[src/rtl/mcs_pkg.sv]
// memory control settings: offsets, field layout, reset values, counts
// assumes a 32-bit configuration access port on the memory controller clock
package mcs_pkg;

  // ----------------------------------------------------------------------
  // register map
  // ----------------------------------------------------------------------
  localparam logic [7:0] MCS_SETTINGS_OFFSET = 8'h40;
  localparam logic [31:0] MCS_SETTINGS_RESET = 32'h0000_0000;

  // field positions
  localparam int MCS_FSM_EN_BIT = 20;
  localparam int MCS_ELECTRICAL_THROTTLE_WINDOW_SEL_LSB = 18;
  localparam int MCS_GLOBAL_WINDOW_MODE_BIT = 17;
  localparam int MCS_MIRROR_BIT = 16;
  localparam int MCS_SCRUB_ALGO_BIT = 8;
  localparam int MCS_PATROL_EN_BIT = 7;
  localparam int MCS_DEMAND_EN_BIT = 6;
  localparam int MCS_NB_CHECK_BIT = 5;
  localparam int MCS_SCRUB_DONE_BIT = 4;

  // byte lanes holding the implemented fields
  localparam int MCS_LANE_HI = 2;
  localparam int MCS_LANE_MID = 1;
  localparam int MCS_LANE_LO = 0;

  // ----------------------------------------------------------------------
  // electrical throttle
  // ----------------------------------------------------------------------
  localparam logic [4:0] MCS_ETW_CLK_SEL0 = 5'h0A;
  localparam logic [4:0] MCS_ETW_CLK_SEL1 = 5'h0D;
  localparam logic [4:0] MCS_ETW_CLK_SEL2 = 5'h0F;
  localparam logic [4:0] MCS_ETW_CLK_SEL3 = 5'h14;
  localparam logic [2:0] MCS_ETW_MAX_ACTS = 3'h4;

  // ----------------------------------------------------------------------
  // global throttle
  // ----------------------------------------------------------------------
  localparam int unsigned MCS_GW_UNIT = 1344;
  localparam int unsigned MCS_GW_NORMAL_MULT = 16384;
  localparam int unsigned MCS_GW_DEBUG_MULT = 4;
  localparam int unsigned MCS_GW_NORMAL_CYCLES =
    MCS_GW_NORMAL_MULT * MCS_GW_UNIT;
  localparam int unsigned MCS_GW_DEBUG_CYCLES =
    MCS_GW_DEBUG_MULT * MCS_GW_UNIT;
  localparam logic [4:0] MCS_GW_HOLD_NORMAL = 5'h10;
  localparam logic [4:0] MCS_GW_HOLD_DEBUG = 5'h02;
  localparam logic [7:0] MCS_GW_LIMIT_CAP = 8'hA8;
  localparam int MCS_GW_GRAN_SHIFT_NORMAL = 16;
  localparam int MCS_GW_GRAN_SHIFT_DEBUG = 4;

  // ----------------------------------------------------------------------
  // patrol scrub
  // ----------------------------------------------------------------------
  typedef enum logic {MCS_SCRUB_IDLE, MCS_SCRUB_RUN} mcs_scrub_state_type;

endpackage

[src/rtl/mcs_act_if.sv]
// activate request and grant carried between the settings block and
// its two throttle units; all on the memory controller clock
`timescale 1ns/1ps
interface mcs_act_if #(parameter int RANKS = 8);
  logic [RANKS-1:0] act_req;
  logic [RANKS-1:0] act_grant;
  logic run;

  modport ctrl (output act_req, output run, input act_grant);
  modport elec (input act_req, input run, output act_grant);
  modport glob (input act_grant);
endinterface

[src/rtl/mcs_electrical_throttle_window_sel.sv]
// per-rank electrical activate throttle over a short window
// assumes one activate request per rank per cycle from the scheduler
`timescale 1ns/1ps
module mcs_electrical_throttle_window_sel #(
  parameter int RANKS = 8
) (
  input wire logic clock,
  input wire logic nrst,
  input wire logic [1:0] window_sel,
  input wire logic [RANKS-1:0] throttle_en,
  mcs_act_if.elec act
);
  import mcs_pkg::*;

  // ----------------------------------------------------------------------
  // window timer
  // ----------------------------------------------------------------------
  logic [4:0] win_cnt;
  logic [4:0] win_len;
  logic boundary;

  assign win_len = (window_sel == 2'h0) ? MCS_ETW_CLK_SEL0 :
                   (window_sel == 2'h1) ? MCS_ETW_CLK_SEL1 :
                   (window_sel == 2'h2) ? MCS_ETW_CLK_SEL2 :
                   MCS_ETW_CLK_SEL3;
  // >= keeps a shortened window from running past its new end
  assign boundary = win_cnt >= (win_len - 5'h01);

  always_ff @(posedge clock or negedge nrst) begin
    if (!nrst) begin
      win_cnt <= 5'h00;
    end else if (boundary) begin
      win_cnt <= 5'h00;
    end else begin
      win_cnt <= win_cnt + 5'h01;
    end
  end

  // ----------------------------------------------------------------------
  // per-rank activate counters
  // ----------------------------------------------------------------------
  for (genvar r = 0; r < RANKS; r++) begin : g_rank
    logic [2:0] acts;
    logic allow;

    assign allow = !throttle_en[r] || (acts < MCS_ETW_MAX_ACTS);
    assign act.act_grant[r] = act.run && act.act_req[r] && allow;

    always_ff @(posedge clock or negedge nrst) begin
      if (!nrst) begin
        acts <= 3'h0;
      end else if (boundary) begin
        acts <= 3'h0;
      end else if (act.act_grant[r] && acts < MCS_ETW_MAX_ACTS) begin
        acts <= acts + 3'h1;
      end
    end
  end

endmodule

[src/rtl/mcs_gthrot.sv]
// global activate window: counts granted activates and raises the
// throttle status; the limit comes from the separate limit register
`timescale 1ns/1ps
module mcs_gthrot #(
  parameter int RANKS = 8,
  parameter int unsigned NORMAL_CYCLES = mcs_pkg::MCS_GW_NORMAL_CYCLES
) (
  input wire logic clock,
  input wire logic nrst,
  input wire logic window_mode,
  input wire logic [7:0] global_activation_limit,
  mcs_act_if.glob act,
  output logic global_throttle_status
);
  import mcs_pkg::*;

  logic [31:0] win_cnt;
  logic [31:0] win_last;
  logic win_end;
  logic [31:0] act_cnt;
  logic [31:0] acts_now;
  logic [31:0] act_sum;
  logic [7:0] cap;
  logic [31:0] thresh;
  logic over_now;
  logic win_over;
  logic [4:0] quiet;
  logic [4:0] hold;

  // ----------------------------------------------------------------------
  // window and count
  // ----------------------------------------------------------------------
  assign win_last = window_mode ? 32'(MCS_GW_DEBUG_CYCLES - 1) :
                    32'(NORMAL_CYCLES - 1);
  assign win_end = win_cnt >= win_last;
  assign acts_now = 32'($countones(act.act_grant));
  assign act_sum = act_cnt + acts_now;
  // limits above the cap behave as the cap
  assign cap = (global_activation_limit > MCS_GW_LIMIT_CAP) ?
               MCS_GW_LIMIT_CAP : global_activation_limit;
  assign thresh = window_mode ?
                  (32'(cap) << MCS_GW_GRAN_SHIFT_DEBUG) :
                  (32'(cap) << MCS_GW_GRAN_SHIFT_NORMAL);
  assign over_now = (cap != 8'h00) && (act_sum > thresh);
  assign hold = window_mode ? MCS_GW_HOLD_DEBUG : MCS_GW_HOLD_NORMAL;

  always_ff @(posedge clock or negedge nrst) begin
    if (!nrst) begin
      win_cnt <= 32'h0000_0000;
      act_cnt <= 32'h0000_0000;
      win_over <= 1'b0;
    end else if (win_end) begin
      win_cnt <= 32'h0000_0000;
      act_cnt <= 32'h0000_0000;
      win_over <= 1'b0;
    end else begin
      win_cnt <= win_cnt + 32'h0000_0001;
      act_cnt <= act_sum;
      win_over <= win_over || over_now;
    end
  end

  // ----------------------------------------------------------------------
  // throttle state
  // ----------------------------------------------------------------------
  always_ff @(posedge clock or negedge nrst) begin
    if (!nrst) begin
      global_throttle_status <= 1'b0;
      quiet <= 5'h00;
    end else if (over_now) begin
      global_throttle_status <= 1'b1;
      quiet <= 5'h00;
    end else if (win_end && global_throttle_status) begin
      if (win_over) begin
        quiet <= 5'h00;
      end else if (quiet + 5'h01 >= hold) begin
        global_throttle_status <= 1'b0;
        quiet <= 5'h00;
      end else begin
        quiet <= quiet + 5'h01;
      end
    end
  end

endmodule

[src/rtl/mcs_top.sv]
// memory control settings register and the logic it steers
// assumes a 32-bit configuration port, one clock, same-clock inputs
`timescale 1ns/1ps
module mcs_top #(
  parameter int RANKS = 8,
  parameter int ADDR_W = 32,
  parameter int unsigned GW_NORMAL_CYCLES = mcs_pkg::MCS_GW_NORMAL_CYCLES
) (
  input wire logic clock,
  input wire logic nrst,
  input wire logic cfg_wr,
  input wire logic cfg_rd,
  input wire logic [7:0] cfg_addr,
  input wire logic [3:0] cfg_be,
  input wire logic [31:0] cfg_wdata,
  output logic [31:0] cfg_rdata,
  input wire logic system_reset_register,
  input wire logic config_save_bit,
  output logic cmd_state_machine_enable,
  output logic cmd_fsm_sync_reset,
  input wire logic [RANKS-1:0] act_req,
  output logic [RANKS-1:0] act_grant,
  input wire logic [RANKS-1:0] dimm_electrical_throttle_enable,
  input wire logic [7:0] global_activation_limit,
  output logic global_throttle_status,
  output logic mirror_enable,
  output logic scrub_algorithm_sel,
  output logic demand_scrub_enable,
  output logic northbound_check_enable,
  input wire logic [ADDR_W-1:0] scrub_last_addr,
  output logic scrub_req,
  output logic [ADDR_W-1:0] scrub_addr,
  input wire logic scrub_ack,
  output logic scrub_complete
);
  import mcs_pkg::*;

  // ----------------------------------------------------------------------
  // register fields
  // ----------------------------------------------------------------------
  logic [1:0] electrical_throttle_window_sel;
  logic global_window_mode;
  logic patrol_scrub_enable;
  logic patrol_prev;
  mcs_scrub_state_type scrub_state;
  mcs_scrub_state_type next_scrub_state;
  logic [ADDR_W-1:0] next_scrub_addr;

  // ----------------------------------------------------------------------
  // access decode
  // ----------------------------------------------------------------------
  logic hit;
  logic wr_hi;
  logic wr_mid;
  logic wr_lo;
  logic fsm_written_one;
  logic done_clear;
  logic done_set;
  logic scrub_start;
  logic scrub_abort;
  logic scrub_last;
  logic save_reset;
  logic full_reset;
  logic [31:0] image;

  assign hit = cfg_addr == MCS_SETTINGS_OFFSET;
  assign wr_hi = cfg_wr && hit && cfg_be[MCS_LANE_HI];
  assign wr_mid = cfg_wr && hit && cfg_be[MCS_LANE_MID];
  assign wr_lo = cfg_wr && hit && cfg_be[MCS_LANE_LO];
  assign fsm_written_one = wr_hi && cfg_wdata[MCS_FSM_EN_BIT];
  assign done_clear = wr_lo && cfg_wdata[MCS_SCRUB_DONE_BIT];
  // system reset with save: only the enable bit falls back
  assign save_reset = system_reset_register && config_save_bit;
  assign full_reset = system_reset_register && !config_save_bit;

  assign image = {11'h000,
                  cmd_state_machine_enable,
                  electrical_throttle_window_sel,
                  global_window_mode,
                  mirror_enable,
                  7'h00,
                  scrub_algorithm_sel,
                  patrol_scrub_enable,
                  demand_scrub_enable,
                  northbound_check_enable,
                  scrub_complete,
                  4'h0};

  // ----------------------------------------------------------------------
  // command state machine enable
  // ----------------------------------------------------------------------
  always_ff @(posedge clock or negedge nrst) begin
    if (!nrst) begin
      cmd_state_machine_enable <= MCS_SETTINGS_RESET[MCS_FSM_EN_BIT];
      cmd_fsm_sync_reset <= 1'b0;
    end else if (save_reset || full_reset) begin
      cmd_state_machine_enable <= MCS_SETTINGS_RESET[MCS_FSM_EN_BIT];
      cmd_fsm_sync_reset <= 1'b0;
    end else begin
      if (wr_hi) begin
        cmd_state_machine_enable <= cfg_wdata[MCS_FSM_EN_BIT];
      end
      // every write of one restarts the command machine cleanly, unless a system reset lands on the same edge
      cmd_fsm_sync_reset <= fsm_written_one;
    end
  end

  // ----------------------------------------------------------------------
  // steering fields
  // ----------------------------------------------------------------------
  always_ff @(posedge clock or negedge nrst) begin
    if (!nrst) begin
      electrical_throttle_window_sel <=
        MCS_SETTINGS_RESET[MCS_ELECTRICAL_THROTTLE_WINDOW_SEL_LSB +: 2];
      global_window_mode <= MCS_SETTINGS_RESET[MCS_GLOBAL_WINDOW_MODE_BIT];
      mirror_enable <= MCS_SETTINGS_RESET[MCS_MIRROR_BIT];
    end else if (full_reset) begin
      electrical_throttle_window_sel <=
        MCS_SETTINGS_RESET[MCS_ELECTRICAL_THROTTLE_WINDOW_SEL_LSB +: 2];
      global_window_mode <= MCS_SETTINGS_RESET[MCS_GLOBAL_WINDOW_MODE_BIT];
      mirror_enable <= MCS_SETTINGS_RESET[MCS_MIRROR_BIT];
    end else if (wr_hi) begin
      electrical_throttle_window_sel <=
        cfg_wdata[MCS_ELECTRICAL_THROTTLE_WINDOW_SEL_LSB +: 2];
      global_window_mode <= cfg_wdata[MCS_GLOBAL_WINDOW_MODE_BIT];
      // legality against sparing and interleave ways is software's job
      mirror_enable <= cfg_wdata[MCS_MIRROR_BIT];
    end
  end

  always_ff @(posedge clock or negedge nrst) begin
    if (!nrst) begin
      scrub_algorithm_sel <= MCS_SETTINGS_RESET[MCS_SCRUB_ALGO_BIT];
    end else if (full_reset) begin
      scrub_algorithm_sel <= MCS_SETTINGS_RESET[MCS_SCRUB_ALGO_BIT];
    end else if (wr_mid) begin
      scrub_algorithm_sel <= cfg_wdata[MCS_SCRUB_ALGO_BIT];
    end
  end

  always_ff @(posedge clock or negedge nrst) begin
    if (!nrst) begin
      patrol_scrub_enable <= MCS_SETTINGS_RESET[MCS_PATROL_EN_BIT];
      demand_scrub_enable <= MCS_SETTINGS_RESET[MCS_DEMAND_EN_BIT];
      northbound_check_enable <= MCS_SETTINGS_RESET[MCS_NB_CHECK_BIT];
    end else if (full_reset) begin
      patrol_scrub_enable <= MCS_SETTINGS_RESET[MCS_PATROL_EN_BIT];
      demand_scrub_enable <= MCS_SETTINGS_RESET[MCS_DEMAND_EN_BIT];
      northbound_check_enable <= MCS_SETTINGS_RESET[MCS_NB_CHECK_BIT];
    end else if (wr_lo) begin
      patrol_scrub_enable <= cfg_wdata[MCS_PATROL_EN_BIT];
      demand_scrub_enable <= cfg_wdata[MCS_DEMAND_EN_BIT];
      // one enable gates crc/ecc, alerts, status packets, logging, poison
      northbound_check_enable <= cfg_wdata[MCS_NB_CHECK_BIT];
    end
  end

  // ----------------------------------------------------------------------
  // patrol scrub walker
  // ----------------------------------------------------------------------
  assign scrub_start = patrol_scrub_enable && !patrol_prev;
  assign scrub_abort = !patrol_scrub_enable;
  assign scrub_last = scrub_addr == scrub_last_addr;
  // reads are withheld with the command machine, so the pass just pauses
  assign scrub_req = (scrub_state == MCS_SCRUB_RUN) &&
                     patrol_scrub_enable && cmd_state_machine_enable;
  assign done_set = scrub_req && scrub_ack && scrub_last;

  always_comb begin
    next_scrub_state = scrub_state;
    next_scrub_addr = scrub_addr;
    unique case (scrub_state)
      MCS_SCRUB_IDLE: begin
        if (scrub_start) begin
          next_scrub_state = MCS_SCRUB_RUN;
          next_scrub_addr = '0;
        end
      end
      MCS_SCRUB_RUN: begin
        if (scrub_abort) begin
          next_scrub_state = MCS_SCRUB_IDLE;
        end else if (scrub_req && scrub_ack) begin
          if (scrub_last) begin
            next_scrub_state = MCS_SCRUB_IDLE;
          end else begin
            next_scrub_addr = scrub_addr + ADDR_W'(1);
          end
        end
      end
    endcase
  end

  always_ff @(posedge clock or negedge nrst) begin
    if (!nrst) begin
      scrub_state <= MCS_SCRUB_IDLE;
      scrub_addr <= '0;
      patrol_prev <= 1'b0;
    end else begin
      scrub_state <= next_scrub_state;
      scrub_addr <= next_scrub_addr;
      patrol_prev <= patrol_scrub_enable;
    end
  end

  // set beats a same-cycle write-one clear so no pass end is lost
  always_ff @(posedge clock or negedge nrst) begin
    if (!nrst) begin
      scrub_complete <= MCS_SETTINGS_RESET[MCS_SCRUB_DONE_BIT];
    end else if (done_set) begin
      scrub_complete <= 1'b1;
    end else if (done_clear || full_reset) begin
      scrub_complete <= 1'b0;
    end
  end

  // ----------------------------------------------------------------------
  // read port
  // ----------------------------------------------------------------------
  always_ff @(posedge clock or negedge nrst) begin
    if (!nrst) begin
      cfg_rdata <= 32'h0000_0000;
    end else if (cfg_rd) begin
      cfg_rdata <= hit ? image : 32'h0000_0000;
    end
  end

  // ----------------------------------------------------------------------
  // activate throttling
  // ----------------------------------------------------------------------
  mcs_act_if #(.RANKS(RANKS)) act_bus ();

  assign act_bus.act_req = act_req;
  assign act_bus.run = cmd_state_machine_enable;
  assign act_grant = act_bus.act_grant;

  mcs_electrical_throttle_window_sel #(.RANKS(RANKS)) u_electrical_throttle_window_sel (
    .clock(clock),
    .nrst(nrst),
    .window_sel(electrical_throttle_window_sel),
    .throttle_en(dimm_electrical_throttle_enable),
    .act(act_bus.elec)
  );

  mcs_gthrot #(.RANKS(RANKS), .NORMAL_CYCLES(GW_NORMAL_CYCLES)) u_gthrot (
    .clock(clock),
    .nrst(nrst),
    .window_mode(global_window_mode),
    .global_activation_limit(global_activation_limit),
    .act(act_bus.glob),
    .global_throttle_status(global_throttle_status)
  );

endmodule

[config.mk]
export PLATFORM = sky130hd
export DESIGN_NAME = mcs_top
export DESIGN_NICKNAME = d
export VERILOG_FILES = /design/src/rtl/mcs_pkg.sv /design/src/rtl/mcs_act_if.sv /design/src/rtl/mcs_electrical_throttle_window_sel.sv /design/src/rtl/mcs_gthrot.sv /design/src/rtl/mcs_top.sv
export SDC_FILE = /design/constraint.sdc
export NUM_CORES = 1
export LEC_CHECK = 0
export BUFFER_PORTS_ARGS = -buffer_cell sky130_fd_sc_hd__buf_4
export CAP_MARGIN = 10
export CORE_ASPECT_RATIO = 0.6
export CORE_UTILIZATION = 45
export DETAILED_ROUTE_END_ITERATION = 12
export PLACE_DENSITY = 0.67
export SLEW_MARGIN = 20
export SYNTH_ARGS = -nofsm -noshare
export SYNTH_HDL_FRONTEND = slang
export SYNTH_HIERARCHICAL = 1
export SYNTH_SLANG_ARGS = --single-unit
export TNS_END_PERCENT = 1
[constraint.sdc]
create_clock -name clock -period 6.6 [get_ports clock]
set_input_delay 0.99 -clock clock [delete_from_list [all_inputs] [get_ports clock]]
set_output_delay 0.99 -clock clock [all_outputs]
set_load 0.05 [all_outputs]
-- Yosys cells after proc, flatten, opt, wreduce, memory -nomap -nowiden
Cells that the tools add are included.
- flip-flop bits (word level): 177
- input port bits: 107
- output and inout bits: 81
- add/subtract/negate cells: 21
- $lt $le $gt $ge: 13
- eq/ne operators: 9
- muxes and demuxes: 65
- bitwise operators: 1
- reduce and logical (&&, ||, !) cells: 79
- operator list (cell ; count):
    $mux 32 ; 6
    $add 32x32->32 ; 4
    $add 32x1->32 const B ; 2
    $pmux 32 s2 ; 1
    $mux 3 ; 16
    $mux 5 ; 9
    $logic_and 1x1->1 ; 39
    $eq 32x32->1 ; 1
    $ge 32x32->1 ; 1
    $gt 32x32->1 ; 1
    $reduce_bool 2->1 ; 15
    $mux 1 ; 26
    $mux 25 ; 1
    $add 3x1->3 const B ; 8
    $lt 3x3->1 const B ; 8
    $mux 24 ; 1
    $mux 21 ; 1
    $logic_or 1x1->1 ; 11
    $add 5x1->5 const B ; 2
    $ge 5x5->1 ; 2
    $logic_not 1->1 ; 10
    $add 1x1->2 ; 4
    $eq 8x7->1 const B ; 1
    $gt 8x8->1 const B ; 1
    other kinds (13) ; 17

-- Depth between registers and ports, before layout
Gate-level depths: netlist of run 1.
- depth after elaboration: 11
- depth in mapped cells: 27

-- Cells and area by module
Netlist of run 1, hierarchy kept.
- modules (own cells, without submodules) (module ; times used ; cells an instance ; area each (µm²)):
    mcs_gthrot ; 1 ; 491 ; 4626.9
    mcs_top ; 1 ; 349 ; 3339.5
    mcs_electrical_throttle_window_sel ; 1 ; 150 ; 1755.4

-- Worst setup path before layout of run 1
No wires, ideal clock.
- kind: reg-to-reg
- start point: reg cmd_state_machine_enable
- end point: reg u_gthrot.global_throttle_status
- setup time: 121 ps
- arrival time: 6907 ps
- slack: -428 ps
- stages on the path, launching flop included: 28
- buffers on the path: 2
- path through: dfrtp_1 > buf_6 > buf_6 > nand2_1 > a21oi_1 > fa_1 > inv_1 > fa_1 > fa_1 > fa_1 > inv_1 > fa_1 > a211oi_1 > nor4_1 > and3_1 > nand3_1 > nor2_1 > and3_1 > xor2_2 > ha_1 > nand2_1 > o21a_1 > nor2_1 > a211o_1 > o31ai_1 > o2bb2ai_1 > nand4_4 > a22o_1
- cells in the longest elaborated chain, start to end: 10
- RTL lines (element ; RTL line ; text):
    start, declared ; mcs_top.sv:19 ; output logic cmd_state_machine_enable,
    start signal, assigned ; mcs_top.sv:94 ; cmd_state_machine_enable <= MCS_SETTINGS_RESET[MCS_FSM_EN_BIT];
    start signal, assigned ; mcs_top.sv:97 ; cmd_state_machine_enable <= MCS_SETTINGS_RESET[MCS_FSM_EN_BIT];
    start signal, assigned ; mcs_top.sv:101 ; cmd_state_machine_enable <= cfg_wdata[MCS_FSM_EN_BIT];
    $logic_and 1x1->1 * (2 in a row) ; mcs_electrical_throttle_window_sel.sv:47 ; assign act.act_grant[r] = act.run && act.act_req[r] && allow;
    net act_grant[1] ; mcs_top.sv:22 ; output logic [RANKS-1:0] act_grant,
    $add 1x1->2 (not written as such) * ; mcs_gthrot.sv:36 ; assign acts_now = 32'($countones(act.act_grant));
    $add 32x32->32 (not written as such) * (2 in a row) ; mcs_gthrot.sv:36 ;
    $add 32x32->32 * ; mcs_gthrot.sv:37 ; assign act_sum = act_cnt + acts_now;
    $gt 32x32->1 * ; mcs_gthrot.sv:44 ; assign over_now = (cap != 8'h00) && (act_sum > thresh);
    $logic_and 1x1->1 * ; mcs_gthrot.sv:44 ;
    $ne 2x1->1 (no source line) / $reduce_bool 2->1 (equally long branches) ; -- ;
    $reduce_and 3->1 (no source line) ; -- ;
    end signal, assigned ; mcs_gthrot.sv:68 ; global_throttle_status <= 1'b0;
    end signal, assigned ; mcs_gthrot.sv:71 ; global_throttle_status <= 1'b1;
    end signal, assigned ; mcs_gthrot.sv:77 ; global_throttle_status <= 1'b0;
    end, declared ; mcs_gthrot.sv:13 ; output logic global_throttle_status
The timed path passes the listed nets; every way through them passes the cells marked *.
A chain may end at the register's enable or synchronous reset.

-- Worst setup path in the final report of run 1
- start point: in act_req[1]
- end point: reg u_gthrot.global_throttle_status
- cells in the longest elaborated chain, start to end: 10
- RTL lines (element ; RTL line ; text):
    start, declared ; mcs_top.sv:21 ; input wire logic [RANKS-1:0] act_req,
    $logic_and 1x1->1 * (2 in a row) ; mcs_electrical_throttle_window_sel.sv:47 ;
    $add 1x1->2 (not written as such) * ; mcs_gthrot.sv:36 ;
    $add 32x32->32 (not written as such) * (2 in a row) ; mcs_gthrot.sv:36 ;
    $add 32x32->32 * ; mcs_gthrot.sv:37 ;
    $gt 32x32->1 * ; mcs_gthrot.sv:44 ;
    $logic_and 1x1->1 * ; mcs_gthrot.sv:44 ;
    $ne 2x1->1 (no source line) / $reduce_bool 2->1 (equally long branches) ; -- ;
    $reduce_and 3->1 (no source line) ; -- ;
Every way passes the cells marked *; elsewhere a longest branch is shown, timed or not.

==> summary.md, run 1 <==
| Metric | Value |
|---|---|
| Fin worst setup slack | 0.488 ns |
| Worst-skew pair later-pin latency | 0.43 ns |
| Layout Nets | 1297 |
| Commonest cells in the netlist | dfrtp_1 (155), nand2_1 (86), xor2_1 (73), nor2_1 (71), ha_1 (56) |
| Worst slew pin tran | 1.11 ns |
| DP Wirelength | 17.3 mm |
| Die height | 116 µm |
| Slowest stage delay, CP | 0.45 ns |
| I/O Pins | 188 |
| Worst setup path category | primary input to flop |
| Worst EP required | 6.92 ns |
| Routed vias | 7898 |
| Post-Route Skew | 0.0126 ns |
| Fmax | 164 MHz |
| Total power | 0.00239 W |
| Pleak | 5.53 nW |
| Pin count of the biggest net entering global routing | 94 |
| Normalized max-slew margin | 26.1% |
| CTS Hold Bufs | 0 |
| Largest buffer count on any clock path | 2 |
| IR drop worst, VDD | 0.179 mV |
| H-tree Lvls | 4 |
| Post-CTS Resized | 0 |
| GRT Overall Usage | 22.6% |
| Synth unique cells | 76 |
| Synth warn | 6 |
| Cell taking the most area after synthesis | dfrtp_1 |
| Gate count of the mapped netlist | 990 |
| Post-synth EDFFs | 0 |
| Critical path startpoint category | primary input |
| Fill cells | 1889 |
| Cell with the most instances after synthesis | dfrtp_1 |
| Routed wire length | 23.9 mm |
| Area Growth Syn to Fin | 18.8% |
| Final setup viols | 0 |
| IO Port Bufs | 142 |
| CP max stage cell | fa_1 |
| Clk sinks | 155 |
| Total grt overflow | 0 |
| First-pass GRT wire length | 39.2 mm |
| Yosys reg bits | 155 |
| CTS Buf Count | 17 |
| Worst setup EP type | flop |
| Register area share after synthesis | 39.9% |
| Main synth FF type | dfrtp_1 |
| Unrepaired setup endpoints after global routing | no |
| DRC violations left | 0 |
| Initial antenna violation count | 0 |
| DRT iter0 DRCs | 551 |
| Crit path max fanout | 7 |
| Root Buffer | clkbuf_16 |
| Core area | 21100 µm² |
| Status | finished, final reports clean |
| MaxCap Viol Count | 0 |
| Fraction of layout cells with a size suffix above 1 | 21.5% |
| Dpl ws | 0.0173 ns |
| Most used cell, CP | fa_1 |
| Share of Yosys cell area claimed by the top area cell type | 39.9% |
| Post-DRT Antenna Nets | 0 |
| Starting Density | 46.1% |
| Drt pass-1 iters | 5 |
| Avg Cell Area, Syn | 9.82 µm² |
| TNS Setup | 0 ns |
| Die X | 192 µm |
| CP arrival | 6.44 ns |
| Synth top area cells | dfrtp_1 (40%), ha_1 (7.2%), xor2_1 (6.6%) |
| Max-slew violations | 0 |
| Vias per Instance | 5.56 |
| Reg clk slew, reported paths | 0.07 ns |
| Routed length per instance | 16.8 µm |
| Rows | 41 |
| Post-Syn Area | 9720 µm² |
| Die ar. | 22200 µm² |
| Setup Fix Bufs, Post-CTS | 0 |
| Antenna Cells | 0 |
| GP Congestion | 0.887 |
| Ys async rst share | 100% |
| CTS tree | done |
| Min Clock Period, post-route | 6.11 ns |
| Part of the cycle the worst path needs | 92.6% |
| Final Hold Fails | 0 |
| Hold crit path type | flop to flop |
| Vias in the first global route | 7434 |
| PD cells | 207 nW/µm² |
[worst max-delay path, delay by kind of cell]
| kind | cells | cell delay (ns) |
|---|---|---|
| adders and majority gates | 6 | 2.14 |
| AOI/OAI and AO/OA | 7 | 1.44 |
| and+or+nand+nor | 9 | 1.43 |
| buffers and inverters | 3 | 0.26 |
| xor gates and xnor gates | 1 | 0.17 |
[layer usage]
layer	GRT usage, %	share of wire, %	vias to the layer above
met2	30.4	41	207
met1	35.6	51	3844
met4	3.54	0.46	0
met3	6.39	6.8	11
met5	0	0	-
li1	-	-	3836
[kinds of logic after synthesis]
logic type	after synthesis	share of synthesized area (%)
other	2	0.0772
xor gates and xnor gates	95	8.64
and+or+nand+nor	379	21.8
DFF	155	39.9
muxes	11	1.13
AOI/OAI and AO/OA	193	14.8
buffers and inverters	94	5.44
adders and majority gates	61	8.24
[layout by cell type, fill, tap and decap left out, drive strengths merged, types with 17 or more instances in the layout]
| master | instances |
|---|---|
| nand2 | 87 |
| dfrtp | 155 |
| nand4 | 34 |
| a211oi | 31 |
| buf | 159 |
| nor2b | 23 |
| o31ai | 22 |
| nand3 | 50 |
| nor4 | 20 |
| inv | 37 |
| and3 | 24 |
| xnor2 | 21 |
| ha | 56 |
| a21oi | 33 |
| nor2 | 71 |
| conb | 28 |
| clkbuf | 17 |
| xor2 | 74 |
[path summary, 6_finish.rpt]
path                                                           start                                          end  slack [ns]  depth (start not counted)
worst max-delay path                                      act_req[1]  u_gthrot/global_throttle_status$_DFFE_PN0P_        0.49                         26
worst min-delay path                   u_gthrot/win_cnt[0]$_DFF_PN0_                u_gthrot/win_cnt[0]$_DFF_PN0_        0.48                          1
worst max register to register  cmd_state_machine_enable$_DFFE_PN0P_  u_gthrot/global_throttle_status$_DFFE_PN0P_        0.58                         25
worst min register to register         u_gthrot/win_cnt[0]$_DFF_PN0_                u_gthrot/win_cnt[0]$_DFF_PN0_        0.48                          1
max in group asynchronous                                       nrst               u_gthrot/win_cnt[20]$_DFF_PN0_        4.60                          2
min in group asynchronous                                       nrst                u_gthrot/quiet[1]$_DFFE_PN0P_        0.63                          1
[where the power goes]
group | internal, W | switching [W] | total (W) | leakage (nW)
clock | 0.000533 | 0.000438 | 0.000971 | 0.276
combinational | 0.000141 | 0.000263 | 0.000404 | 3.12
sequential | 0.000983 | 0.0000363 | 0.00102 | 2.14
total | 0.00166 | 0.000737 | 0.00239 | 5.53
[registers in the layout, indices dropped and copies added, names as in the netlist, 2 cells and up]
register,cells
u_gthrot/act_cnt,32
u_gthrot/win_cnt,32
u_gthrot/quiet,5
scrub_addr,32
cfg_rdata,10
u_electrical_throttle_window_sel/win_cnt,5
u_electrical_throttle_window_sel/g_rank.acts,24
electrical_throttle_window_sel,2
[stage by stage]
| stage | cells | cell area (µm²) | hold slack [ns] | util [%] |
|---|---|---|---|---|
| floorplan | 1016 | 9830 | 0.451 | - |
| global placement | 1389 | 11000 | 0.475 | 52.0 |
| detailed placement | 1389 | 11000 | 0.478 | 52.0 |
| CTS | 1421 | 11500 | 0.486 | 54.8 |
| global route | 1421 | 11500 | 0.519 | 54.8 |
| finish | 1421 | 11500 | 0.482 | 54.8 |
[area by class of cell]
class	instances	area, µm²	area share (%)
Sequential cell	155	3880	33.6
Timing Repair Buffer	159	1200	10.4
Clock inverter	15	154	1.33
Inverter	29	109	0.943
Tap cell	279	349	3.02
Clock buffer	17	425	3.68
Multi-Input combinational cell	767	5430	47.0
Note: power is estimated with default switching activity, not from simulation.
==> run 2: changes to the inputs <==
--- a/config.mk
+++ b/config.mk
@@ -7,9 +7,9 @@
 export LEC_CHECK = 0
 export BUFFER_PORTS_ARGS = -buffer_cell sky130_fd_sc_hd__buf_4
 export CAP_MARGIN = 10
-export CORE_ASPECT_RATIO = 0.6
 export CORE_UTILIZATION = 45
 export DETAILED_ROUTE_END_ITERATION = 12
+export HOLD_SLACK_MARGIN = 0.12
 export PLACE_DENSITY = 0.67
 export SLEW_MARGIN = 20
 export SYNTH_ARGS = -nofsm -noshare
==> run 2 against run 1 <==
- wire length shrank 5.2%
- sequential share of layout area grew 0.095 points
- first-iteration DRC count shrank 28%
- via count grew 0.19%
- critical path type unchanged
- critical endpoint unchanged
==> summary.md, run 2 (synthesized netlist as in run 1, its figures left out) <==
| Metric | Value |
|---|---|
| Status | finished, final reports clean (unchanged) |
| Critical path depth | 26 (unchanged) |
| Crit Reg-Reg Startpoint | cmd_state_machine_enable$_DFFE_PN0P_ (unchanged) |
| Routed length per instance | 16.0 µm (was 16.8 µm) |
| Reg clk slew, reported paths | 0.07 ns (about the same) |
| TNS Setup | 0 ns (unchanged) |
| Die height | 149 µm (was 116 µm) |
| Total power | 0.00239 W (about the same) |
| Final setup viols | 0 (unchanged) |
| GRT Overall Usage | 21.3% (was 22.6%) |
| Area Growth Syn to Fin | 18.4% (was 18.8%) |
| Post-CTS Resized | 0 (unchanged) |
| CTS Hold Bufs | 0 (unchanged) |
| CP arrival | 6.47 ns (was 6.44 ns) |
| Initial antenna violation count | 0 (unchanged) |
| Post-DRT Antenna Nets | 0 (unchanged) |
| Worst Path Buf+Inv | 3 (unchanged) |
| Part of the cycle the worst path needs | 93.2% (was 92.6%) |
| Slowest stage delay, CP | 0.52 ns (was 0.45 ns) |
| Worst slew pin tran | 1.03 ns (was 1.11 ns) |
| Dpl ws | -0.0879 ns (was 0.0173 ns) |
| Worst EP required | 6.92 ns (about the same) |
| Rows | 53 (was 41) |
| Post-Layout Cell Count | 1413 (was 1421) |
| IO Port Bufs | 142 (unchanged) |
| Critical path startpoint category | primary input (unchanged) |
| Placed cell areas | 10900 µm² (was 11000 µm²) |
| Die ar. | 22200 µm² (about the same) |
| Die X | 149 µm (was 192 µm) |
| Core area | 21100 µm² (about the same) |
| R2R setup slack | 0.55 ns (was 0.58 ns) |
| I/O Pins | 188 (unchanged) |
| Clk sinks | 155 (unchanged) |
| MaxCap Viol Count | 0 (unchanged) |
| Post-route cell area | 11500 µm² (about the same) |
| Worst setup path category | primary input to flop (unchanged) |
| Routed wire length | 22.6 mm (was 23.9 mm) |
| Largest regs | scrub_addr x32, u_gthrot/act_cnt x32, u_gthrot/win_cnt x32 (unchanged) |
| Normalized max-slew margin | 30.9% (was 26.1%) |
| Total grt overflow | 0 (unchanged) |
| Final Hold Fails | 0 (unchanged) |
| Cells after DPL | 1381 (was 1389) |
| Routed vias | 7913 (was 7898) |
| Vias per Instance | 5.60 (was 5.56) |
| Hold crit path type | flop to flop (unchanged) |
| Most used cell, CP | fa_1 (unchanged) |
| Vias in the first global route | 7584 (was 7434) |
| Delay-heaviest family, CP | adder cells (unchanged) |
| Fraction of layout cells with a size suffix above 1 | 21.3% (was 21.5%) |
| Setup Fix Bufs, Post-CTS | 0 (unchanged) |
| Reg2Reg Depth | 25 (unchanged) |
| PD cells | 207 nW/µm² (about the same) |
| GP Congestion | 0.839 (was 0.887) |
| DP Wirelength | 16.2 mm (was 17.3 mm) |
| Hold path start | u_gthrot/win_cnt[0]$_DFF_PN0_ (unchanged) |
| CTS Buf Count | 17 (unchanged) |
| Fill cells | 1916 (was 1889) |
| Crit path max fanout | 7 (unchanged) |
| Drt pass-1 iters | 5 (unchanged) |
| Starting Density | 46.1% (about the same) |
| IR drop worst, VDD | 0.151 mV (was 0.179 mV) |
| Root Buffer | clkbuf_16 (unchanged) |
| DRT iter0 DRCs | 397 (was 551) |
| First-pass GRT wire length | 37.8 mm (was 39.2 mm) |
| CTS tree | done (unchanged) |
| Pleak | 5.51 nW (was 5.53 nW) |
| H-tree Lvls | 4 (unchanged) |
| Most frequent cells in the layout | dfrtp_1 (154), buf_4 (154), nand2_1 (86) (was buf_4 (158), dfrtp_1 (154), nand2_1 (86)) |
| Unrepaired setup endpoints after global routing | no (unchanged) |
| CP max stage cell | fa_1 (unchanged) |
| Fin worst setup slack | 0.449 ns (was 0.488 ns) |
| Max-slew violations | 0 (unchanged) |
| Pin count of the biggest net entering global routing | 101 (was 94) |
| Layout Nets | 1293 (was 1297) |
| Worst setup EP type | flop (unchanged) |
| Hold Path Stages | 1 (unchanged) |
| Hold-critical path endpoint | u_gthrot/win_cnt[0]$_DFF_PN0_ (unchanged) |
| Post-Route Skew | 0.0146 ns (was 0.0126 ns) |
| Fmax | 163 MHz (was 164 MHz) |
| Worst-skew pair later-pin latency | 0.43 ns (about the same) |
| Endpoint of the lowest-slack register-to-register path | u_gthrot/global_throttle_status$_DFFE_PN0P_ (unchanged) |
| Antenna Cells | 0 (unchanged) |
| DRC violations left | 0 (unchanged) |
| Largest buffer count on any clock path | 2 (unchanged) |
| Min Clock Period, post-route | 6.15 ns (was 6.11 ns) |
run 2: power breakdown:
part           total, W  internal [W]  switching (W)
registers       0.00102      0.000983      0.0000372
clock network  0.000968      0.000533       0.000435
logic          0.000398      0.000139       0.000259
total           0.00239       0.00166       0.000731
run 2: worst register-to-register path, stage by stage (launching register included):
cell and delay [ns]:
dfrtp_2 0.51, nand2_1 0.10, a21oi_2 0.25, fa_1 0.46, inv_1 0.08, fa_1 0.43, fa_1 0.52, fa_1 0.19
inv_1 0.05, fa_1 0.42, a211oi_1 0.39, nor4_2 0.11, and3_1 0.20, nand3_1 0.10, nor2_1 0.07, and3_1 0.20
xor2_2 0.15, ha_1 0.29, nand2_1 0.08, o21a_1 0.13, nor2_1 0.04, a211o_1 0.28, o31ai_1 0.23, o2bb2ai_1 0.21
nand4_4 0.20, a22o_1 0.25
run 2: final cells by class:
class | count | area [µm²] | area share [%]
flip-flops and latches | 155 | 3880 | 33.7
inverters | 29 | 109 | 0.945
clock buffers | 17 | 425 | 3.69
multi-input cells | 767 | 5440 | 47.2
well taps | 275 | 344 | 2.99
repair buffers | 155 | 1170 | 10.1
clock inverters | 15 | 150 | 1.30
run 2: metrics by stage:
stage          hold slack (ns)  util (%)
2_1_floorplan            0.451         -
3_3_place_gp             0.474      51.8
3_5_place_dp             0.484      51.8
4_1_cts                  0.492      54.6
5_1_grt                  0.519      54.6
6_report                 0.486      54.6
run 2: how the worst max path moves through the flow:
stage               startpoint                                          end  slack (ns)
floorplan           act_req[1]  u_gthrot/global_throttle_status$_DFFE_PN0P_        0.11
global placement    act_req[1]  u_gthrot/global_throttle_status$_DFFE_PN0P_        0.04
finish              act_req[1]  u_gthrot/global_throttle_status$_DFFE_PN0P_        0.45
CTS                 act_req[1]  u_gthrot/global_throttle_status$_DFFE_PN0P_        0.36
detailed placement  act_req[1]  u_gthrot/global_throttle_status$_DFFE_PN0P_       -0.09
global route        act_req[1]  u_gthrot/global_throttle_status$_DFFE_PN0P_        0.12
run 2: layer usage:
layer  routed length, µm  up-vias  GRT usage, %
met1               10300     3842          28.7
met4                 204        0          4.64
met3                1290       18          5.05
met2               10900      206          34.7
met5                   0        -             0
li1                    -     3847             -
